**config.mk**
```make
export PLATFORM = sky130hd
export DESIGN_NAME = iber_ctrl
export DESIGN_NICKNAME = d
export VERILOG_FILES = /design/src/verilog/iber_pkg.sv /design/src/verilog/iber_ctrl.sv
export VERILOG_INCLUDE_DIRS = /design/src /design/src/verilog
export SDC_FILE = /design/constraint.sdc
export NUM_CORES = 1
export LEC_CHECK = 0
export BUFFER_PORTS_ARGS = -buffer_cell sky130_fd_sc_hd__clkbuf_2
export CORE_MARGIN = 4
export CORE_UTILIZATION = 59
export CTS_CLUSTER_SIZE = 10
export DETAILED_ROUTE_END_ITERATION = 12
export PLACE_DENSITY = 0.78
export SLEW_MARGIN = 20
export SYNTH_ARGS = -nofsm -noshare
export SYNTH_HDL_FRONTEND = slang
export SYNTH_SLANG_ARGS = --single-unit
```
**constraint.sdc**
```tcl
create_clock -name clock -period 3.4 [get_ports clock]
set_input_delay 0.34 -clock clock [delete_from_list [all_inputs] [get_ports clock]]
set_output_delay 0.34 -clock clock [all_outputs]
set_load 0.01 [all_outputs]
```
**src/verilog/iber_consts.svh**
```systemverilog
`ifndef IBER_CONSTS_SVH
`define IBER_CONSTS_SVH

// Register addresses
`define IBER_A_CTRL       3'h0
`define IBER_A_STAT       3'h1
`define IBER_A_DATA       3'h2
`define IBER_A_OWN        3'h3
`define IBER_A_IRQS       3'h4
`define IBER_A_IRQM       3'h5

// Control bit positions
`define IBER_B_ACK        2
`define IBER_B_SI         3
`define IBER_B_STOP       4
`define IBER_B_START      5

// Interrupt status bit positions
`define IBER_I_EVENT      0
`define IBER_I_BUSERR     1
`define IBER_I_ARB        2

// Reset values
`define IBER_RST_OWN      8'h00
`define IBER_RST_MASK     3'h0

// Timing
`define IBER_CLK_NS       50
`define IBER_HALF_NS      5000

// State codes
`define IBER_C_IDLE       8'hF8
`define IBER_C_BUSERR     8'h00
`define IBER_C_START      8'h08
`define IBER_C_RSTART     8'h10
`define IBER_C_MT_SLA_ACK 8'h18
`define IBER_C_MT_SLA_NAK 8'h20
`define IBER_C_MT_DATA_ACK 8'h28
`define IBER_C_MT_DATA_NAK 8'h30
`define IBER_C_ARB_LOST   8'h38
`define IBER_C_MR_SLA_ACK 8'h40
`define IBER_C_MR_SLA_NAK 8'h48
`define IBER_C_MR_DATA_ACK 8'h50
`define IBER_C_MR_DATA_NAK 8'h58
`define IBER_C_SR_SLA     8'h60
`define IBER_C_SR_ARB_SLA 8'h68
`define IBER_C_SR_GC      8'h70
`define IBER_C_SR_ARB_GC  8'h78
`define IBER_C_SR_DATA_ACK 8'h80
`define IBER_C_SR_DATA_NAK 8'h88
`define IBER_C_SR_GC_ACK  8'h90
`define IBER_C_SR_GC_NAK  8'h98
`define IBER_C_SR_STOP    8'hA0
`define IBER_C_ST_SLA     8'hA8
`define IBER_C_ST_ARB_SLA 8'hB0
`define IBER_C_ST_DATA_ACK 8'hB8
`define IBER_C_ST_DATA_NAK 8'hC0
`define IBER_C_ST_LAST    8'hC8

`endif

```
**src/verilog/iber_pkg.sv**
```systemverilog
package iber_pkg;

	typedef enum logic [3:0] {
		ST_IDLE      = 4'h0,
		ST_GEN_START = 4'h1,
		ST_MST_LOW   = 4'h2,
		ST_MST_HIGH  = 4'h3,
		ST_MST_HOLD  = 4'h4,
		ST_RSTA_LOW  = 4'h5,
		ST_RSTA_HIGH = 4'h6,
		ST_STOP_LOW  = 4'h7,
		ST_STOP_HIGH = 4'h8,
		ST_SLV       = 4'h9,
		ST_SLV_HOLD  = 4'hA
	} iber_state_t;

	typedef struct packed {
		iber_state_t st;
		logic [15:0] div;
		logic [3:0]  bitCnt;
		logic [7:0]  shift;
		logic [7:0]  code;
		logic [7:0]  ownAdr;
		logic [2:0]  irqStat;
		logic [2:0]  irqMask;
		logic [7:0]  rdData;
		logic        startReq;
		logic        stopReq;
		logic        si;
		logic        ackEn;
		logic        busy;
		logic        isRead;
		logic        addrPhase;
		logic        gc;
		logic        arbLost;
		logic        lastAck;
		logic        slvLast;
		logic        irq;
		logic        sclOeN;
		logic        sdaOeN;
		logic        sclS1;
		logic        sclS2;
		logic        sdaS1;
		logic        sdaS2;
		logic        sclPrev;
		logic        sdaPrev;
	} iber_regs_t;

endpackage : iber_pkg

```
**src/verilog/iber_ctrl.sv**
```systemverilog
`timescale 1ns/1ps
`include "iber_consts.svh"

module iber_ctrl
	import iber_pkg::*;
#(
	parameter int HALF = `IBER_HALF_NS / `IBER_CLK_NS
)(
	input  wire logic       clock,
	input  wire logic       rst,
	input  wire logic [2:0] addr,
	input  wire logic [7:0] wrData,
	input  wire logic       wrStb,
	input  wire logic       rdStb,
	output logic [7:0]      rdData,
	output logic            irq,
	input  wire logic       sclIn,
	output logic            sclOut,
	output logic            sclOeN,
	input  wire logic       sdaIn,
	output logic            sdaOut,
	output logic            sdaOeN
);

	localparam logic [15:0] HALF_C = 16'(HALF);
	localparam logic [15:0] MID_C  = 16'(HALF / 2);

	iber_regs_t s;
	iber_regs_t n;
	logic       sclRise;
	logic       sclFall;
	logic       startDet;
	logic       stopDet;
	logic       ourCond;
	logic       involved;
	logic       busErr;
	logic       badSt;
	logic       mTx;
	logic       sTx;
	logic       match;
	logic       wrCtrl;

	// High means pull SDA low for bit b of the current byte
	function automatic logic wantLow(input logic tx, input logic [3:0] b,
		input logic [7:0] sh, input logic ack);
		if (b < 4'h8)
			return tx & ~sh[7];
		return ~tx & ack;
	endfunction : wantLow

	assign sclRise  = s.sclS2 & ~s.sclPrev;
	assign sclFall  = ~s.sclS2 & s.sclPrev;
	assign startDet = s.sclS2 & s.sclPrev & s.sdaPrev & ~s.sdaS2;
	assign stopDet  = s.sclS2 & s.sclPrev & ~s.sdaPrev & s.sdaS2;
	// Our own condition: we hold SDA low, or we are releasing it for STOP
	assign ourCond  = ~s.sdaOeN | (s.st == ST_STOP_HIGH);
	assign involved = (s.st != ST_IDLE) && (s.st != ST_GEN_START);
	// First bit slot is where legal START/STOP live
	assign busErr   = (startDet | stopDet) & involved & ~ourCond
		& (s.bitCnt >= 4'h2);
	assign mTx      = s.addrPhase | ~s.isRead;
	assign sTx      = s.isRead & ~s.addrPhase;
	assign match    = s.ackEn & ((s.shift[7:1] == s.ownAdr[7:1])
		| ((s.shift[7:1] == 7'h00) & s.ownAdr[0]));
	assign wrCtrl   = wrStb && (addr == `IBER_A_CTRL);

	// No stuck-bus timer here; a system timer must watch the lines
	always_comb begin
		n = s;
		badSt = 1'b0;
		n.sclS1 = sclIn;
		n.sclS2 = s.sclS1;
		n.sdaS1 = sdaIn;
		n.sdaS2 = s.sdaS1;
		n.sclPrev = s.sclS2;
		n.sdaPrev = s.sdaS2;
		n.rdData = 8'h00;
		// Clear first so that a hardware set below wins
		if (wrCtrl && !wrData[`IBER_B_SI])
			n.si = 1'b0;
		if (wrStb && (addr == `IBER_A_IRQS))
			n.irqStat = s.irqStat & ~wrData[2:0];
		if (s.div != 16'h0000)
			n.div = s.div - 16'h0001;
		if (startDet) begin
			n.busy = 1'b1;
			n.bitCnt = 4'h0;
			n.addrPhase = 1'b1;
		end
		if (stopDet) begin
			n.busy = 1'b0;
			n.bitCnt = 4'h0;
		end
		if (sclRise) begin
			n.shift = {s.shift[6:0], s.sdaS2};
			if (s.bitCnt != 4'h9)
				n.bitCnt = s.bitCnt + 4'h1;
			if (s.bitCnt == 4'h8)
				n.lastAck = ~s.sdaS2;
		end

		unique case (s.st)
		ST_IDLE: begin
			n.sclOeN = 1'b1;
			n.sdaOeN = 1'b1;
			if (sclFall && (s.bitCnt == 4'h9))
				n.bitCnt = 4'h0;
			if (sclFall && (s.bitCnt == 4'h8) && s.addrPhase) begin
				n.addrPhase = 1'b0;
				if (match) begin
					n.st = ST_SLV;
					n.div = 16'h0000;
					n.gc = (s.shift[7:1] == 7'h00);
					n.isRead = s.shift[0];
					n.addrPhase = 1'b1;
					n.sdaOeN = 1'b0;
				end else if (s.arbLost) begin
					n.arbLost = 1'b0;
					n.si = 1'b1;
					n.code = `IBER_C_ARB_LOST;
				end
			end
			if (s.startReq && s.stopReq) begin
				// Forced access: pretend a STOP was seen
				n.stopReq = 1'b0;
				n.busy = 1'b0;
			end else if (s.stopReq && !s.startReq && !s.si) begin
				n.stopReq = 1'b0;
			end else if (s.startReq && !s.si && !s.busy) begin
				n.st = ST_GEN_START;
				n.div = HALF_C;
			end
		end
		ST_GEN_START: begin
			n.sclOeN = 1'b1;
			if (s.sdaOeN && s.busy) begin
				n.st = ST_IDLE;
			end else if (s.div == 16'h0000) begin
				n.div = HALF_C;
				if (s.sdaOeN) begin
					n.sdaOeN = 1'b0;
				end else begin
					n.sclOeN = 1'b0;
					n.si = 1'b1;
					n.code = `IBER_C_START;
					n.st = ST_MST_HOLD;
				end
			end
		end
		ST_MST_HOLD: begin
			n.sclOeN = 1'b0;
			if (!s.si) begin
				n.div = HALF_C;
				if (s.addrPhase)
					n.isRead = s.shift[0];
				if (s.stopReq) begin
					n.st = ST_STOP_LOW;
					n.sdaOeN = 1'b0;
				end else if (s.startReq) begin
					n.st = ST_RSTA_LOW;
					n.sdaOeN = 1'b1;
				end else begin
					n.st = ST_MST_LOW;
				end
			end
		end
		ST_MST_LOW: begin
			n.sclOeN = 1'b0;
			if (s.div == MID_C)
				n.sdaOeN = ~wantLow(mTx, s.bitCnt, s.shift, s.ackEn);
			if (s.div == 16'h0000) begin
				n.st = ST_MST_HIGH;
				n.sclOeN = 1'b1;
				n.div = HALF_C;
			end
		end
		ST_MST_HIGH: begin
			n.sclOeN = 1'b1;
			if (!s.sclS2)
				n.div = HALF_C;
			// Lost only when we released SDA and read it low
			if (sclRise && mTx && (s.bitCnt < 4'h8)
				&& s.sdaOeN && !s.sdaS2) begin
				n.st = ST_IDLE;
				n.sdaOeN = 1'b1;
				n.irqStat[`IBER_I_ARB] = 1'b1;
				if (s.addrPhase) begin
					n.arbLost = 1'b1;
				end else begin
					n.si = 1'b1;
					n.code = `IBER_C_ARB_LOST;
				end
			end else if (s.sclS2 && (s.div == 16'h0000)) begin
				n.sclOeN = 1'b0;
				n.div = HALF_C;
				if (s.bitCnt == 4'h9) begin
					n.st = ST_MST_HOLD;
					n.si = 1'b1;
					n.bitCnt = 4'h0;
					n.addrPhase = 1'b0;
					if (s.addrPhase && s.isRead)
						n.code = s.lastAck ? `IBER_C_MR_SLA_ACK
							: `IBER_C_MR_SLA_NAK;
					else if (s.addrPhase)
						n.code = s.lastAck ? `IBER_C_MT_SLA_ACK
							: `IBER_C_MT_SLA_NAK;
					else if (s.isRead)
						n.code = s.lastAck ? `IBER_C_MR_DATA_ACK
							: `IBER_C_MR_DATA_NAK;
					else
						n.code = s.lastAck ? `IBER_C_MT_DATA_ACK
							: `IBER_C_MT_DATA_NAK;
				end else begin
					n.st = ST_MST_LOW;
				end
			end
		end
		ST_RSTA_LOW: begin
			n.sclOeN = 1'b0;
			n.sdaOeN = 1'b1;
			if (s.div == 16'h0000) begin
				n.st = ST_RSTA_HIGH;
				n.sclOeN = 1'b1;
				n.div = HALF_C;
			end
		end
		ST_RSTA_HIGH: begin
			n.sclOeN = 1'b1;
			if (!s.sclS2)
				n.div = HALF_C;
			if (startDet && s.sdaOeN) begin
				// Another master got its repeated START out first
				n.st = ST_IDLE;
			end else if (s.div == 16'h0000) begin
				n.div = HALF_C;
				if (s.sdaOeN) begin
					n.sdaOeN = 1'b0;
				end else begin
					n.sclOeN = 1'b0;
					n.si = 1'b1;
					n.code = `IBER_C_RSTART;
					n.st = ST_MST_HOLD;
				end
			end
		end
		ST_STOP_LOW: begin
			n.sclOeN = 1'b0;
			n.sdaOeN = 1'b0;
			if (s.div == 16'h0000) begin
				n.st = ST_STOP_HIGH;
				n.sclOeN = 1'b1;
				n.div = HALF_C;
			end
		end
		ST_STOP_HIGH: begin
			n.sclOeN = 1'b1;
			if (!s.sclS2)
				n.div = HALF_C;
			if (s.div == 16'h0000) begin
				n.div = HALF_C;
				if (!s.sdaOeN) begin
					n.sdaOeN = 1'b1;
				end else begin
					n.st = ST_IDLE;
					n.stopReq = 1'b0;
				end
			end
		end
		ST_SLV: begin
			// Keep SCL low until the data setup time has passed
			if (s.div == 16'h0000)
				n.sclOeN = 1'b1;
			if ((startDet || stopDet) && !busErr) begin
				n.st = ST_IDLE;
				n.sdaOeN = 1'b1;
				if (!s.isRead) begin
					n.si = 1'b1;
					n.code = `IBER_C_SR_STOP;
				end
			end else if (sclFall && (s.bitCnt == 4'h9)) begin
				n.st = ST_SLV_HOLD;
				n.si = 1'b1;
				n.bitCnt = 4'h0;
				n.addrPhase = 1'b0;
				n.arbLost = 1'b0;
				n.sclOeN = 1'b0;
				n.sdaOeN = 1'b1;
				n.slvLast = ~s.lastAck;
				if (s.addrPhase) begin
					n.slvLast = 1'b0;
					if (s.isRead)
						n.code = s.arbLost ? `IBER_C_ST_ARB_SLA
							: `IBER_C_ST_SLA;
					else if (s.gc)
						n.code = s.arbLost ? `IBER_C_SR_ARB_GC
							: `IBER_C_SR_GC;
					else
						n.code = s.arbLost ? `IBER_C_SR_ARB_SLA
							: `IBER_C_SR_SLA;
				end else if (s.isRead) begin
					n.slvLast = ~s.lastAck | ~s.ackEn;
					n.code = !s.lastAck ? `IBER_C_ST_DATA_NAK
						: (s.ackEn ? `IBER_C_ST_DATA_ACK
						: `IBER_C_ST_LAST);
				end else if (s.gc) begin
					n.code = s.lastAck ? `IBER_C_SR_GC_ACK
						: `IBER_C_SR_GC_NAK;
				end else begin
					n.code = s.lastAck ? `IBER_C_SR_DATA_ACK
						: `IBER_C_SR_DATA_NAK;
				end
			end else if (sclFall) begin
				n.sdaOeN = ~wantLow(sTx, s.bitCnt, s.shift, s.ackEn);
			end
		end
		ST_SLV_HOLD: begin
			n.sclOeN = 1'b0;
			if (!s.si) begin
				if (s.slvLast) begin
					n.st = ST_IDLE;
					n.sclOeN = 1'b1;
				end else begin
					n.st = ST_SLV;
					n.div = HALF_C;
					n.sdaOeN = ~wantLow(sTx, 4'h0, s.shift, s.ackEn);
				end
			end
		end
		default: begin
			badSt = 1'b1;
		end
		endcase

		if (busErr || badSt) begin
			n.st = ST_IDLE;
			n.sclOeN = 1'b1;
			n.sdaOeN = 1'b1;
			n.si = 1'b1;
			n.code = `IBER_C_BUSERR;
			n.arbLost = 1'b0;
			n.irqStat[`IBER_I_BUSERR] = 1'b1;
		end
		if (n.si && !s.si)
			n.irqStat[`IBER_I_EVENT] = 1'b1;

		// Software writes last: a fresh request beats a hardware clear
		if (wrCtrl) begin
			n.ackEn = wrData[`IBER_B_ACK];
			n.startReq = wrData[`IBER_B_START];
			n.stopReq = wrData[`IBER_B_STOP];
		end
		if (wrStb && (addr == `IBER_A_DATA))
			n.shift = wrData;
		if (wrStb && (addr == `IBER_A_OWN))
			n.ownAdr = wrData;
		if (wrStb && (addr == `IBER_A_IRQM))
			n.irqMask = wrData[2:0];
		n.irq = |(n.irqStat & n.irqMask);

		if (rdStb) begin
			unique case (addr)
			`IBER_A_CTRL: begin
				n.rdData[`IBER_B_ACK] = s.ackEn;
				n.rdData[`IBER_B_SI] = s.si;
				n.rdData[`IBER_B_STOP] = s.stopReq;
				n.rdData[`IBER_B_START] = s.startReq;
			end
			`IBER_A_STAT: n.rdData = s.si ? s.code : `IBER_C_IDLE;
			`IBER_A_DATA: n.rdData = s.shift;
			`IBER_A_OWN:  n.rdData = s.ownAdr;
			`IBER_A_IRQS: n.rdData = {5'h00, s.irqStat};
			`IBER_A_IRQM: n.rdData = {5'h00, s.irqMask};
			default:      n.rdData = 8'h00;
			endcase
		end
	end

	always_ff @(posedge clock) begin
		if (rst) begin
			s <= '0;
			s.st <= ST_IDLE;
			s.code <= `IBER_C_IDLE;
			s.ownAdr <= `IBER_RST_OWN;
			s.irqMask <= `IBER_RST_MASK;
			s.sclOeN <= 1'b1;
			s.sdaOeN <= 1'b1;
			s.sclS1 <= 1'b1;
			s.sclS2 <= 1'b1;
			s.sdaS1 <= 1'b1;
			s.sdaS2 <= 1'b1;
			s.sclPrev <= 1'b1;
			s.sdaPrev <= 1'b1;
		end else begin
			s <= n;
		end
	end

	// Open drain: the pin only ever pulls low
	assign sclOut = 1'b0;
	assign sdaOut = 1'b0;
	assign sclOeN = s.sclOeN;
	assign sdaOeN = s.sdaOeN;
	assign rdData = s.rdData;
	assign irq    = s.irq;

endmodule : iber_ctrl

```
==> reports/summary.txt <==
Hold Path Sink -> n[4]
Overall power -> 3.69 mW
All-Layer GR Usage -> 0.298
#FFs+latches synth -> 79
Detailed-route via count -> 5,691
Max Cap Viol -> 0
Register-to-register setup slack -> 600 ps
Worst-path clk slew -> 90 ps
Post-cts gate resize count -> 0
Initial antenna violation count -> 0
Clock root buffer -> clkbuf_8
Non-filler cells, final -> 823
Min-delay worst type -> input pin to flop
Worst flop-to-flop path startpoint -> s[62]
DRC -> 0
Critical Path RT -> 3620 ps
Pleak -> 2.18 nW
Total Neg Setup Slack -> 0 ps
Status -> completed
Antenna Violating Nets Remaining -> 0
Hold_sp -> sclIn
Syn avg cell area -> 7.73 sq um
Die area -> 10,800 sq um
# setup viols final -> 0
Worst Setup End Kind -> flop
Die Ht -> 104 microns
Max_slew headroom -> 0.436
Final Max Tran Viols -> 0
Gate Count Post-Synth -> 704
Gpl congestion -> 1.05
Clk_lat worst skew -> 370 ps
CTS tree -> built
Gr ovfl total -> 0
Clk_skew -> 10.6 ps
# rows -> 34
Reg2Reg Depth -> 9
Final Hold Vio Count -> 0
Commonest non-fill, non-tap cell in the layout -> dfxtp_1
Hold-fix buffers, CTS -> 0
Largest net degree at the start of global routing -> 58
Fmax -> 358 MHz
Fin nets -> 737
Slew @ Worst Pin -> 844 ps
Via/cell ratio -> 6.91
Hold path cells -> 2
Minimum clock period -> 2800 ps
Worst-path fanout max -> 17
Per-cell routed wire length -> 20.4 microns
Critical path's largest stage delay -> 770 ps
Vias in the first global route -> 5,175
Detailed placement HPWL -> 12,200 microns
Area contributors post-synth -> dfxtp_1 (29%), a21oi_1 (5.3%), nand2_1 (5.2%)
Cell accounting for the most synthesized area -> dfxtp_1
Async set-or-reset flop fraction in the synthesized netlist -> 0
Core area -> 8850 sq um
Netlist cell types -> 91
IO Port Bufs -> 27
1st-iter DRT viols -> 726
DR pass1 iterations -> 7
CTS Buf Count -> 9
First-pass GRT wire length -> 26,600 microns
Most frequent cells in the layout -> dfxtp_1 (79), nand2_1 (75), nor2_1 (71), a21oi_1 (58), nor3_1 (30)
Final Cycle Share -> 0.823
Worst vdd ir -> 0.318 mV
Netlist Area Pre-Place -> 5450 sq um
Crit path DAT -> 3020 ps
Post-synth top area share -> 0.290
Antenna fix cells -> 0
Synth Warn # -> 0
WS Path Type -> flop to flop
Post-synth EDFFs -> 0
Post-CTS setup buffer count -> 0
Critical path's slowest cell -> a211oi_2
Initial cell density of the core -> 0.615
Share of layout cells above drive strength 1 -> 0.147
Seq/Total Area, Yosys -> 0.290
Top_reg_cell synth -> dfxtp_1
R2r endpoint -> s[72]
Htree depth -> 3
CP Launch Type -> flop
# IOs -> 30
Buffer levels on the longest clock path -> 2
Placed Cells -> 807
RSZ-0062 raised after global routing -> no
Die width -> 104 microns
Crit-path cells -> inv_1 -> ha_1 -> nor4b_1 -> and4_1 -> inv_2 -> a21oi_1 -> o2111ai_1 -> a211oi_2 -> nor3_1
Layout area overhead -> 7.08%
# clock sinks -> 79
Routed WL -> 16,800 microns
PwrDens -> 632 nW/um^2
==> metal layers <==
layer  vias to the layer above  track usage  part of all wire
met5                         -            0                 0
met4                         0        0.136             0.052
met3                        87       0.0695              0.10
met2                       356        0.452              0.43
met1                      2656        0.403              0.41
li1                       2592            -                 -
==> Yosys cell counts, types with 6 or more instances <==
| cell type | number |
|---|---|
| dfxtp_1 | 79 |
| nand2_1 | 75 |
| nor2_1 | 71 |
| a21oi_1 | 58 |
| nor3_1 | 30 |
| clkbuf_1 | 23 |
| inv_1 | 21 |
| nand3_1 | 19 |
| o21ai_0 | 18 |
| xnor2_1 | 17 |
| a31oi_1 | 13 |
| buf_2 | 13 |
| buf_4 | 13 |
| mux2i_1 | 12 |
| a211oi_1 | 10 |
| ha_1 | 10 |
| nor2b_1 | 10 |
| o31ai_1 | 10 |
| nand2b_1 | 9 |
| nand4_1 | 9 |
| a311oi_1 | 8 |
| and2_1 | 8 |
| nor4_1 | 8 |
| and3_1 | 7 |
| or2_2 | 7 |
| xor2_1 | 7 |
| o22ai_1 | 6 |
==> report_power, final <==
group	total, mW	internal, mW	switching (mW)
sequential	1.23	1.05	0.182
clock	0.830	0.443	0.387
combinational	1.63	0.640	0.989
==> through the flow <==
stage / hold WS [ps] / util / setup slack, ps / cell area, sq um
2_1_floorplan: 389 / - / 1310 / 5450
3_3_place_gp: 395 / 0.633 / 630 / 5600
3_5_place_dp: 402 / 0.633 / 681 / 5600
4_1_cts: 146 / 0.659 / 665 / 5830
5_1_grt: 154 / 0.659 / 395 / 5830
6_report: 156 / 0.659 / 603 / 5830
==> worst max path at each step <==
stage          start  endpoint  slack (ps)  cells after the start
3_3_place_gp   s[80]     s[81]         630                      6
5_1_grt        s[62]     s[63]         400                      9
6_report       s[62]     s[72]         600                      9
4_1_cts        s[62]     s[72]         660                      9
2_1_floorplan  s[58]     s[46]        1310                      8
3_5_place_dp   s[62]     s[72]         680                      9
==> critical path: cells and delay by family (launching register included) <==
| family | cells | cell delay (ps) |
|---|---|---|
| flip-flops | 1 | 330 |
| buffers and inverters | 2 | 300 |
| AND/OR/NAND/NOR | 3 | 750 |
| AO/OA/AOI/OAI | 3 | 1120 |
| adder cells (fa/ha/maj) | 1 | 160 |
==> logic make-up after synthesis <==
group,synth area share
mux,0.0324
fa+ha+maj,0.0230
xor+xnor,0.0386
simple gates,0.286
buf+inv,0.0721
compound gates,0.257
other cells,0.000689
flops,0.290
==> state kept, by name, indices dropped and copies added, names as in the netlist <==
register  cells
s            64
rdData        8
n             4
irq           1
sclOeN        1
sdaOeN        1
==> final cells by class <==
class | count | area, sq um
Timing Repair Buffer | 52 | 323
Inverter | 23 | 86.3
Tap cell | 108 | 135
Fill cell | 778 | 3020
Clock buffer | 11 | 141
Clock inverter | 5 | 88.8
Multi-Input combinational cell | 545 | 3470
Sequential cell | 79 | 1580
Power figures use the tool's default switching activity.
